$ cat config.mk
export PLATFORM = sky130hd
export DESIGN_NAME = epc_ctrl
export DESIGN_NICKNAME = d
export VERILOG_FILES = /design/src/core/epc_pkg.sv /design/src/core/epc_timer.sv /design/src/core/epc_ctrl.sv
export VERILOG_INCLUDE_DIRS = /design/src /design/src/core
export SDC_FILE = /design/constraint.sdc
export NUM_CORES = 1
export LEC_CHECK = 0
export BUFFER_PORTS_ARGS = -buffer_cell sky130_fd_sc_hd__buf_2
export CAP_MARGIN = 15
export CELL_PAD_IN_SITES_DETAIL_PLACEMENT = 2
export CELL_PAD_IN_SITES_GLOBAL_PLACEMENT = 2
export CORE_ASPECT_RATIO = 0.8
export CORE_MARGIN = 2
export CORE_UTILIZATION = 33
export DETAILED_ROUTE_END_ITERATION = 7
export GPL_TIMING_DRIVEN = 0
export PLACE_DENSITY_LB_ADDON = 0.12
export SYNTH_ARGS = -nofsm -noshare
export SYNTH_HDL_FRONTEND = slang
export SYNTH_SLANG_ARGS = --single-unit
$ cat constraint.sdc
create_clock -name CLK_I -period 3.7 [get_ports CLK_I]
set_clock_uncertainty 0.1 [all_clocks]
set_input_delay 0 -clock CLK_I [delete_from_list [all_inputs] [get_ports CLK_I]]
set_output_delay 0 -clock CLK_I [all_outputs]
set_load 0.01 [all_outputs]
$ cat src/core/epc_map.svh
// Purpose: constants for the programmer-side memory controller
// Assumes: 100 MHz clock, 10 ns period
// Notes:   times in ns, cycle counts derived from them
`ifndef EPC_MAP_SVH
`define EPC_MAP_SVH
`define EPC_CLK_PERIOD_NS   10
`define EPC_PULSE_NS        100000
`define EPC_PULSE_CYC       (`EPC_PULSE_NS / `EPC_CLK_PERIOD_NS)
`define EPC_PW_MIN_CYC      (`EPC_PULSE_CYC * 95 / 100)
`define EPC_PW_MAX_CYC      (`EPC_PULSE_CYC * 105 / 100)
`define EPC_SETUP_NS        2000
`define EPC_SETUP_CYC       ((`EPC_SETUP_NS + `EPC_CLK_PERIOD_NS - 1) / `EPC_CLK_PERIOD_NS)
`define EPC_ACCESS_NS       200
`define EPC_ACCESS_CYC      ((`EPC_ACCESS_NS + `EPC_CLK_PERIOD_NS - 1) / `EPC_CLK_PERIOD_NS)
`define EPC_MAX_PULSES      10
`define EPC_ERASED_BYTE     8'hFF
`endif

$ cat src/core/epc_pkg.sv
// Purpose: types for the programmer-side memory controller
// Assumes: nothing
// Notes:   commands and pin bundle
`default_nettype none
package epc_pkg;
  // host commands
  typedef enum logic [1:0] {EPC_CMD_READ, EPC_CMD_PROG, EPC_CMD_IDENT} epc_cmd_t;
  // pin bundle driven toward the memory
  typedef struct packed {
    logic        chip_sel_n;
    logic        out_gate_n;
    logic        vpp_high;
    logic        id_high;
    logic [14:0] address_lines;
  } epc_pins_t;
endpackage : epc_pkg
`default_nettype wire

$ cat src/core/epc_timer.sv
// Purpose: loadable down-counter for pin timing
// Assumes: one clock, synchronous reset
// Notes:   done is a level while the count is zero
`default_nettype none
module epc_timer (
  input  wire logic        clk_i,
  input  wire logic        rst_n_i,
  input  wire logic        ce_i,
  input  wire logic        load_i,
  input  wire logic [15:0] count_i,
  output logic             done_o
);
  logic [15:0] cnt_ff; // remaining cycles
  // count down to zero
  always_ff @(posedge clk_i) begin
    if (!rst_n_i) begin
      cnt_ff <= 16'h0;
    end else if (ce_i) begin
      if (load_i) begin
        cnt_ff <= count_i;
      end else if (cnt_ff != 16'h0) begin
        cnt_ff <= cnt_ff - 16'h1;
      end
    end
  end
  assign done_o = (cnt_ff == 16'h0);
endmodule : epc_timer
`default_nettype wire

$ cat src/core/epc_ctrl.sv
// Purpose: host/programmer controller for a 32K x 8 one-time memory
// Assumes: data lines are two-way, resolved outside; all pins levels
// Notes:   read, identity read and fast byte programming with verify
// Overview of operation
// - program: high supply, gate high, select pulse
// - at most ten 100 us pulses per byte
// - no extra pulses after byte verifies
// - 15-bit address, 8-bit shared data lines
// - program pulse lasts 100 us
`include "epc_map.svh"
`default_nettype none
module epc_ctrl (
  input  wire logic              CLK_I,
  input  wire logic              RST_N_I,
  input  wire logic              CE_I,
  input  wire logic              REQ_I,
  input  wire epc_pkg::epc_cmd_t CMD_I,
  input  wire logic [14:0]       ADDR_I,
  input  wire logic [7:0]        WDATA_I,
  input  wire logic [7:0]        DATA_LINES_I,
  output logic                   BUSY_O,
  output logic                   DONE_O,
  output logic                   FAIL_O,
  output logic [7:0]             RDATA_O,
  output logic [3:0]             PULSES_O,
  output epc_pkg::epc_pins_t     PINS_O,
  output logic [7:0]             DATA_LINES_O,
  output logic                   DATA_LINES_OE_O
);
  import epc_pkg::*;

  typedef enum logic [2:0] {S_IDLE, S_RSETUP, S_RWAIT, S_PSETUP, S_PULSE,
                            S_VSETUP, S_VWAIT, S_END} epc_state_t;

  epc_state_t   state_ff;       // sequencer state
  epc_cmd_t     cmd_ff;         // latched command
  logic [7:0]   wdata_ff;       // byte being programmed
  logic [7:0]   d_meta_ff;      // synchroniser stage 1
  logic [7:0]   d_sync_ff;      // synchroniser stage 2
  logic         t_load;         // timer reload
  logic [15:0]  t_count;        // timer value
  logic         t_done;         // timer expired

  // cycle counts sized to the timer
  localparam logic [15:0] PULSE_CYC  = 16'(`EPC_PULSE_CYC);
  localparam logic [15:0] SETUP_CYC  = 16'(`EPC_SETUP_CYC);
  localparam logic [15:0] ACCESS_CYC = 16'(`EPC_ACCESS_CYC + 2);
  localparam logic [3:0]  MAX_PULSES = 4'(`EPC_MAX_PULSES);

  // set when the verified byte differs from the byte being programmed
  function automatic logic mismatch(input logic [7:0] want, input logic [7:0] got);
    mismatch = (want != got);
  endfunction : mismatch

  epc_timer u_timer (
    .clk_i   (CLK_I),
    .rst_n_i (RST_N_I),
    .ce_i    (CE_I),
    .load_i  (t_load),
    .count_i (t_count),
    .done_o  (t_done)
  );

  // two-flop sync of the data pins
  always_ff @(posedge CLK_I) begin
    if (!RST_N_I) begin
      d_meta_ff <= 8'h00;
      d_sync_ff <= 8'h00;
    end else if (CE_I) begin
      d_meta_ff <= DATA_LINES_I;
      d_sync_ff <= d_meta_ff;
    end
  end

  // timer reload on leaving each state except S_RWAIT and S_END
  always_comb begin
    t_load  = 1'b0;
    t_count = 16'h0;
    if (CE_I) begin
      unique case (state_ff)
        S_IDLE: begin
          t_load  = REQ_I;
          t_count = SETUP_CYC;
        end
        S_RSETUP: begin
          t_load  = t_done;
          t_count = ACCESS_CYC;
        end
        S_PSETUP: begin
          t_load  = t_done;
          t_count = PULSE_CYC;
        end
        S_PULSE: begin
          t_load  = t_done;
          t_count = SETUP_CYC;
        end
        S_VSETUP: begin
          t_load  = t_done;
          t_count = ACCESS_CYC;
        end
        S_VWAIT: begin
          t_load  = t_done;
          t_count = SETUP_CYC;
        end
        S_RWAIT, S_END: begin
          t_load  = 1'b0;
          t_count = 16'h0;
        end
      endcase
    end
  end

  // sequencer and pulse count
  always_ff @(posedge CLK_I) begin
    if (!RST_N_I) begin
      state_ff <= S_IDLE;
      cmd_ff   <= EPC_CMD_READ;
      wdata_ff <= `EPC_ERASED_BYTE;
      PULSES_O <= 4'h0;
      FAIL_O   <= 1'b0;
      DONE_O   <= 1'b0;
      RDATA_O  <= 8'h00;
    end else if (CE_I) begin
      DONE_O <= 1'b0;
      unique case (state_ff)
        S_IDLE: begin
          if (REQ_I) begin
            cmd_ff   <= CMD_I;
            wdata_ff <= WDATA_I;
            PULSES_O <= 4'h0;
            FAIL_O   <= 1'b0;
            state_ff <= (CMD_I == EPC_CMD_PROG) ? S_PSETUP : S_RSETUP;
          end
        end
        S_RSETUP: if (t_done) state_ff <= S_RWAIT;
        S_RWAIT: begin
          if (t_done) begin
            RDATA_O  <= d_sync_ff;
            state_ff <= S_END;
          end
        end
        S_PSETUP: begin
          if (t_done) begin
            PULSES_O <= PULSES_O + 4'h1;
            state_ff <= S_PULSE;
          end
        end
        S_PULSE: if (t_done) state_ff <= S_VSETUP;
        S_VSETUP: if (t_done) state_ff <= S_VWAIT;
        S_VWAIT: begin
          if (t_done) begin
            RDATA_O <= d_sync_ff;
            if (!mismatch(wdata_ff, d_sync_ff)) begin
              state_ff <= S_END;
            end else if (PULSES_O >= MAX_PULSES) begin
              FAIL_O   <= 1'b1;
              state_ff <= S_END;
            end else begin
              state_ff <= S_PSETUP;
            end
          end
        end
        S_END: begin
          DONE_O   <= 1'b1;
          state_ff <= S_IDLE;
        end
      endcase
    end
  end

  // pin levels per state, all registered
  always_ff @(posedge CLK_I) begin
    if (!RST_N_I) begin
      PINS_O          <= '{chip_sel_n: 1'b1, out_gate_n: 1'b1, vpp_high: 1'b0,
                           id_high: 1'b0, address_lines: 15'h0000};
      DATA_LINES_O    <= 8'hFF;
      DATA_LINES_OE_O <= 1'b0;
      BUSY_O          <= 1'b0;
    end else if (CE_I) begin
      BUSY_O <= (state_ff != S_IDLE) || REQ_I;
      if (state_ff == S_IDLE && REQ_I) begin
        PINS_O.address_lines <= ADDR_I;
        PINS_O.id_high       <= (CMD_I == EPC_CMD_IDENT);
        PINS_O.vpp_high      <= (CMD_I == EPC_CMD_PROG);
        DATA_LINES_O         <= WDATA_I;
        DATA_LINES_OE_O      <= (CMD_I == EPC_CMD_PROG);
      end
      unique case (state_ff)
        S_IDLE, S_END: begin
          PINS_O.chip_sel_n <= 1'b1;
          PINS_O.out_gate_n <= 1'b1;
          if (state_ff == S_END) begin
            PINS_O.vpp_high <= 1'b0;
            PINS_O.id_high  <= 1'b0;
            DATA_LINES_OE_O <= 1'b0;
          end
        end
        S_RSETUP: begin
          if (t_done) begin
            PINS_O.chip_sel_n <= 1'b0;
            PINS_O.out_gate_n <= 1'b0;
          end
        end
        S_RWAIT: ;
        S_PSETUP: begin
          DATA_LINES_OE_O   <= 1'b1;
          PINS_O.out_gate_n <= 1'b1;
          if (t_done) PINS_O.chip_sel_n <= 1'b0;
        end
        S_PULSE: begin
          if (t_done) PINS_O.chip_sel_n <= 1'b1;
        end
        S_VSETUP: begin
          DATA_LINES_OE_O <= 1'b0;
          if (t_done) PINS_O.out_gate_n <= 1'b0;
        end
        S_VWAIT: begin
          if (t_done) PINS_O.out_gate_n <= 1'b1;
        end
      endcase
    end
  end

  // helper: cycles of the current select pulse at high supply
  logic [15:0] pw_cnt_ff; // pulse length so far
  always_ff @(posedge CLK_I) begin
    if (!RST_N_I) begin
      pw_cnt_ff <= 16'h0;
    end else if (CE_I) begin
      pw_cnt_ff <= (PINS_O.vpp_high && !PINS_O.chip_sel_n) ? pw_cnt_ff + 16'h1 : 16'h0;
    end
  end
endmodule : epc_ctrl
`default_nettype wire

Word level (Yosys, flattened, before mapping)
Cells that the tools add are included.
{"block": "totals", "reg_bits": 86, "in_bits": 37, "output_inout_bits": 43, "wordCells": 102}
{"block": "classes", "n_addsub": 2, "magnitude_cmp": 1, "eq_ne": 19, "mux": 36, "reduce_logical": 27}
{"cell": "one-hot mux 16 bit (4 select lines)", "count": 1}
{"cell": "two-way mux 16 bit", "count": 2}
{"cell": "two-way mux 3 bit", "count": 9}
{"cell": "one-hot mux 3 bit (8 select lines)", "count": 1}
{"cell": "inequality test 2 bit (second input constant)", "count": 9}
{"cell": "two-way mux 17 bit", "count": 1}
{"cell": "logical NOT 16 bit", "count": 1}
{"cell": "nonzero test 16 bit", "count": 1}
{"cell": "subtractor 16 x 1 -> 16 bit (second input constant)", "count": 1}
{"cell": "== test 3 bit (second input constant)", "count": 4}
{"cell": "two-way mux 1 bit", "count": 10}
{"cell": "AND reduction 5 bit", "count": 2}
{"cell": "two-way mux 2 bit", "count": 4}
{"cell": "two-way mux 4 bit", "count": 2}
{"cell": "inequality test 8 bit", "count": 1}
{"cell": "one-hot mux 1 bit (4 select lines)", "count": 2}
{"cell": "one-hot mux 4 bit (2 select lines)", "count": 1}
{"cell": "AND reduction 8 bit", "count": 1}
{"cell": "nonzero test 4 bit", "count": 2}
{"cell": "OR reduction 2 bit", "count": 4}
{"cell": "== test 3 x 2 -> 1 bit (second input constant)", "count": 2}
{"cell": "one-hot mux 1 bit (3 select lines)", "count": 2}
{"cell": "AND reduction 3 bit", "count": 2}
{"cell": "AND reduction 6 bit", "count": 1}
{"cell": "15 further kinds", "count": 19}

Depth between registers and ports, before layout
Gate-level depths: netlist of run 1.
{"block": "depth", "ltp_word": 6, "mapped_depth": 10, "ltp_nobuf": 8}

Hierarchy
Synthesis of run 1 repeated with hierarchy kept, for this count alone.
{"block": "hier_totals", "hier_cells": 489, "hier_area_um2": 4199.0}
{"mod": "epc_ctrl", "n_inst": 1, "cells_each": 340, "area_each_um2": 3040.4, "seq_area_each_um2": 1401.3}
{"mod": "epc_timer", "n_inst": 1, "cells_each": 149, "area_each_um2": 1158.6, "seq_area_each_um2": 320.3}

Worst setup path before layout of run 1
No wires, ideal clock.
{"block": "synth_path", "path_kind": "reg-to-reg", "start": "register u_timer.cnt_ff[0]", "end": "register u_timer.cnt_ff[1]", "setup_ns": 0.119, "arrival_time_ns": 2.423, "t_required_ns": 3.481, "setup_slack_ns": 1.059, "path_stages_with_launch": 10, "path_buffers": 2, "synth_period_minus_slack_ns": 2.641, "path_cell_list": "dfxtp_1 inv_1 ha_1 or4b_1 or4_4 buf_6 a211oi_4 buf_6 nand2_2 o221a_2"}
{"block": "synth_between", "elab_chain_len": 5, "elab_cells_between_ends": 9, "cone_classes": "add/sub: 1; mux: 4; reduce/logical: 4"}
{"element": "start, declared", "line_no": "epc_timer.sv:13", "rtl": "logic [15:0] cnt_ff;"}
{"element": "start signal, assigned", "line_no": "epc_timer.sv:20", "rtl": "cnt_ff <= count_i;"}
{"element": "start signal, assigned", "line_no": "epc_timer.sv:22", "rtl": "cnt_ff <= cnt_ff - 16'h1;"}
{"element": "branches (longest 5 deep; another with subtractor 16 x 1 -> 16 bit)"}
Several ways; the timed one is not identified. The select of a mux whose other input is x is not followed.
A chain may end at the register's enable or synchronous reset.

Final worst setup path of run 1
{"block": "layout_path", "start": "register state_ff[0]", "end": "register u_timer.cnt_ff[1]"}
{"block": "layout_between", "elab_chain_len": 6, "elab_cells_between_ends": 18, "cone_classes": "eq/ne: 7; mux: 4; reduce/logical: 7"}
{"element": "start, declared", "line_no": "epc_ctrl.sv:35", "rtl": "epc_state_t state_ff;"}
{"element": "start signal, assigned", "line_no": "epc_ctrl.sv:132", "rtl": "state_ff <= (CMD_I == EPC_CMD_PROG) ? S_PSETUP : S_RSETUP;"}
{"element": "== test 3 bit, or another cell as far along", "line_no": "epc_ctrl.sv:80", "rtl": "unique case (state_ff)"}
{"element": "OR reduction 5 bit (no source line) / OR reduction 2 bit (equally long branches)"}
{"element": "one-hot mux 1 bit (3 select lines)", "line_no": "epc_ctrl.sv:80"}
{"element": "two-way mux 1 bit", "line_no": "epc_ctrl.sv:79", "rtl": "if (CE_I) begin"}
{"element": "nonzero test 2 bit (no source line)"}
{"element": "AND reduction 2 bit (no source line)"}
Several ways; a longest one is shown, not always the timed one. The select of a mux whose other input is x is not followed.

==> metrics.cfg, run 1 <==
[power]
p_sw_w=0.001678
switching_share=0.4172
seq_power_share=0.309
p_int_w=0.002344
power.total_w=0.004022
p_per_area_nw_per_um2=762.8
p_comb_frac=0.453
p_clk_frac=0.238
ir_drop_v=0.0002505
p_leak_nw=2.216

[yosys]
synth_top_area_frac=0.4242
ys_async_sr_fraction=0
syn_area_um2=4059
synth_top_area_cell=dfxtp_1
ys_warn_count=0
ys.flop_type=dfxtp_1
synthTopCellsByArea=dfxtp_1, nand2_1, a21boi_0
synthCells=471
synth_nets=518
synth_area_per_cell_um2=8.618
synth-edff-count=0
ys_types=58
synth_seq_cells=86
seq_area_frac_synth=0.4242

[final_layout]
layout_common_cells=dfxtp_1, buf_2, nand2_1
fin_nets=639
final_common_cell=dfxtp_1
drive_gt1_frac=0.1876
area_growth_pct=29.90
diodes=0

[clock_network]
cts_tree=yes
clkSlewWorstSetupHoldPaths_ns=0.07
cts_buffer_depth=2
cts_root_buf=clkbuf_16
cts.sinks=86
cts_hold_buf=33
clock_latency_ns=0.35
cts_resized=0
cts_setup_buffers=0
cts_buffers=9
cts_max_level=3

[timing]
finalSetupTns_ns=0
timing.fmax_ghz=0.3100
finalSetupViolCount=0
tightest_slew_ns=1.109
post-route-period-util=0.8719
min_period_ns=3.226
hold_viol_final=0
rsz0062_at_grt=no
relSlewSlack=0.2547
slew_viol_final=0

[placed_design]
port_buffers=77
place.gp.congestion=0.8190
dp_hpwl_um=10060

[global_routing]
grt_pass1_vias=4273
gr-total-overflow=0
grt_max_degree=16
grt_usage=0.2317
grt_pass1_wl_um=23400
antenna_found_initial=0

[critical_path]
critical_path_required_ns=3.84
cp.arrival_ns=3.37
r2r-start=state_ff[0]
r2r_slack_ns=0.47
worstReg2RegEnd=u_timer.cnt_ff[1]
path_max_fanout=8
crit_type=reg2reg
r2r_cells=7
end_kind=register
start_kind=register

[detailed_routing]
first_iter_violations=115
via_count=3900
first_pass_iters=6
avgViaCountPerCell=5.207
drtAntennaViolNets=0
routedWlPerCell_um=19.69
drt-total-wl_um=14750
drcViolationCount=0

[die]
dieArea_um2=13210
die_w_um=128.0
core-area_um2=12070
fp-row-count=36
initial_core_util=0.3362
die_height_um=103.2
pin_count=80

[run]
maxCapViolations=0

[min_path]
hp-class=in2reg
hold_path_end=PINS_O[16]
hold_path.startpoint=CMD_I[0]
hold_depth=4

[outcome]
status=completed

## critical path, cell delays in order (launching register included)
cell and delay [ns]:
dfxtp_1 0.44, inv_1 0.10, ha_1 0.33, or2_2 0.36, nor4b_1 0.68, o211ai_1 0.44, and2_2 0.41, o221a_2 0.25
## logic make-up after synthesis
family,after synthesis,share of synthesized area
xor gates and xnor gates,14,0.03021
and+or+nand+nor,205,0.2518
buffers and inverters,35,0.03976
AOI/OAI and AO/OA,102,0.1763
DFF,86,0.4242
muxes,19,0.04686
adders and majority gates,10,0.03083
## flip-flops by register name, summed over array words and instances (netlist names), 3 cells and up
| signal | flops |
|---|---|
| DATA_LINES_O | 8 |
| u_timer.cnt_ff | 16 |
| d_sync_ff | 8 |
| wdata_ff | 8 |
| state_ff | 3 |
| d_meta_ff | 8 |
| RDATA_O | 8 |
| PINS_O | 19 |
| PULSES_O | 4 |
## metrics by stage
step / hold WS [ns] / area (um^2) / worst slack (ns) / std cells / util
floorplan: 0.04491 / 4059 / 1.059 / 471 / -
global placement: 0.1520 / 4634 / 0.5767 / 700 / 0.3839
detailed placement: 0.1668 / 4634 / 0.5285 / 700 / 0.3839
CTS: 0.003911 / 5273 / 0.4728 / 749 / 0.4368
global route: 0.03912 / 5273 / 0.1757 / 749 / 0.4368
finish: 0.001768 / 5273 / 0.4741 / 749 / 0.4368
## layer usage
metal | global-route usage | vias to the layer above | share of wire
met5 | 0 | - | 0
met4 | 0.06593 | 0 | 0.015
met3 | 0.05967 | 15 | 0.043
met2 | 0.4118 | 75 | 0.50
met1 | 0.2810 | 1929 | 0.44
li1 | - | 1881 | -
## power by group through the flow
stage | logic [W] | clock network, W | registers [W]
2_1_floorplan | 0.00123 | 0 | 0.00125
3_3_place_gp | 0.00169 | 0 | 0.00125
3_5_place_dp | 0.00176 | 0 | 0.00126
4_1_cts | 0.00181 | 0.000978 | 0.00124
5_1_grt | 0.00201 | 0.00103 | 0.00127
6_report | 0.00182 | 0.000956 | 0.00124
## Yosys cell counts, types with 3 or more instances
cell type,n
dfxtp_1,86
nand2_1,80
nor2_1,33
a21boi_0,27
nor2b_1,25
clkbuf_1,20
mux2i_1,19
o21ai_0,17
a21o_1,16
a21oi_1,13
nand3_1,12
ha_1,10
nor3_1,9
nor4_1,9
xor2_1,8
inv_1,6
nand2b_1,6
o211ai_1,6
xnor2_1,6
and3_1,4
o211a_1,4
o21ai_1,4
or3_1,4
buf_2,3
buf_4,3
or4_1,3
## area by class of cell
type / instances / area, um^2
fill: 1336 / 6799
multi-input combinational: 350 / 2176
sequential: 86 / 1722
timing repair buffer: 110 / 715.7
clock buffer: 10 / 239.0
tap: 152 / 190.2
buffer: 29 / 138.9
clock inverter: 6 / 68.82
inverter: 6 / 22.52
## worst max-delay path by stage
| stage | cells after the start | slack, ns | to | from |
|---|---|---|---|---|
| after global routing | 7 | 0.18 | u_timer.cnt_ff[1] | state_ff[0] |
| after detailed placement | 7 | 0.53 | u_timer.cnt_ff[1] | state_ff[0] |
| after global placement | 8 | 0.58 | PULSES_O[2] | u_timer.cnt_ff[0] |
| final | 7 | 0.47 | u_timer.cnt_ff[1] | state_ff[0] |
| after floorplan | 9 | 1.06 | u_timer.cnt_ff[1] | u_timer.cnt_ff[0] |
| after CTS | 8 | 0.47 | RDATA_O[6] | u_timer.cnt_ff[0] |
(Power assumes the default switching activity.)
==> run 2: changes to the inputs <==
--- a/config.mk
+++ b/config.mk
@@ -15,7 +15,7 @@
 export CORE_UTILIZATION = 33
 export DETAILED_ROUTE_END_ITERATION = 7
 export GPL_TIMING_DRIVEN = 0
-export PLACE_DENSITY_LB_ADDON = 0.12
+export PLACE_DENSITY_LB_ADDON = 0.1
 export SYNTH_ARGS = -nofsm -noshare
 export SYNTH_HDL_FRONTEND = slang
 export SYNTH_SLANG_ARGS = --single-unit
==> run 2 against run 1 <==
Cell count grew 0.27%. Count of clock-buffer cells in the layout is the same. Clock power grew 7%. Register-to-register slack gained 0.02 ns. Hold slack gained 0.049 ns. Critical path type unchanged. Critical endpoint is now PULSES_O[2]. Highest routed layer unchanged.
==> metrics.cfg, run 2 (same netlist as run 1, synthesis figures left out) <==
[final_layout]
fin_cells=751
reg.largest.list=PINS_O x19, u_timer.cnt_ff x16
largest_register=PINS_O
diodes=0
fin_nets=641
layout_common_cells=dfxtp_1, buf_2, nand2_1
largest_reg_flops=19
area_growth_pct=31.04
final_common_cell=dfxtp_1
drive_gt1_frac=0.1870

[outcome]
status=completed

[critical_path]
path_max_fanout=9
crit_type=reg2reg
start_kind=register
cp.arrival_ns=3.35
end_kind=register
critical_path_required_ns=3.84

[detailed_routing]
first_pass_iters=4
via_count=3920
routedWlPerCell_um=19.60
first_iter_violations=105
drcViolationCount=0
drt-total-wl_um=14720
drtAntennaViolNets=0
avgViaCountPerCell=5.220

[clock_network]
cts_root_buf=clkbuf_16
cts_buffer_depth=2
cts_max_level=3
cts_buffers=9
cts.sinks=86
clkSlewWorstSetupHoldPaths_ns=0.07
cts_tree=yes
clock_latency_ns=0.35
cts_resized=0

[die]
dieArea_um2=13210
pin_count=80
die_w_um=128.0
core-area_um2=12070
die_height_um=103.2
fp-row-count=36
initial_core_util=0.3362

[timing]
min_period_ns=3.206
post-route-period-util=0.8664
finalSetupTns_ns=0
relSlewSlack=0.2598
rsz0062_at_grt=no
hold_viol_final=0
tightest_slew_ns=1.101
timing.fmax_ghz=0.3120
slew_viol_final=0
finalSetupViolCount=0

[global_routing]
grt_pass1_wl_um=23320
gr-total-overflow=0
antenna_found_initial=0
grt_max_degree=16
grt_pass1_vias=4273
grt_usage=0.2314

[power]
power.total_w=0.004085
ir_drop_v=0.0003135
p_leak_nw=2.241
p_per_area_nw_per_um2=768.1

[placed_design]
placedCellCount=700
place.gp.congestion=0.8326
dp_hpwl_um=9970
port_buffers=77

[run]
maxCapViolations=0

[min_path]
hp-class=in2reg

run 2: final timing paths:
path	start	end	slack, ns	cells past startpoint
worst max-delay path	u_timer.cnt_ff[0]	PULSES_O[2]	0.49	8
worst max register to register	u_timer.cnt_ff[0]	PULSES_O[2]	0.49	8
worst min-delay path	RST_N_I	u_timer.cnt_ff[13]	0.05	3
worst min register to register	DATA_LINES_O[6]	DATA_LINES_O[6]	0.36	1
run 2: metrics by stage:
step	hold slack, ns	setup WS (ns)	util	instance area [um^2]
2_1_floorplan	0.04491	1.059	-	4059
3_3_place_gp	0.1530	0.5771	0.3839	4634
3_5_place_dp	0.1630	0.3705	0.3839	4634
4_1_cts	0.04888	0.3741	0.4396	5306
5_1_grt	0.07117	0.3339	0.4406	5319
6_report	0.05062	0.4945	0.4406	5319
run 2: routing by layer:
metal	GRT usage	vias up	routed length, um	part of all wire
met5	0	-	0	0
met4	0.06424	0	228	0.015
met3	0.05967	15	465	0.032
met2	0.4002	68	7206	0.49
met1	0.2896	1960	6821	0.46
li1	-	1877	-	-
run 2: worst max-delay path: stages, from the launching register on:
cell	delay, ns
dfxtp_1	0.35
inv_1	0.09
ha_1	0.16
or4b_1	0.51
nor4_2	0.96
mux2i_1	0.17
nor3_1	0.40
o211ai_1	0.16
and3b_1	0.20
run 2: final cells by class:
type	instances	area (um^2)
Fill cell	1317	6753
Timing Repair Buffer	112	738.2
Clock buffer	10	239.0
Inverter	6	22.52
Sequential cell	86	1722
Buffer	29	138.9
Tap cell	152	190.2
Multi-Input combinational cell	350	2176
Clock inverter	6	92.59
run 2: timing repair:
action                    4_1_cts  5_1_grt
hold buffers                   34        0
buffers inserted                0        0
hold endpoints to repair       41        0
run 2: power breakdown:
part | internal, W | total, W | leakage (nW) | switching [W]
combinational | 0.000715 | 0.00182 | 1.38 | 0.00110
sequential | 0.00109 | 0.00125 | 0.702 | 0.000153
clock | 0.000614 | 0.00102 | 0.155 | 0.000409
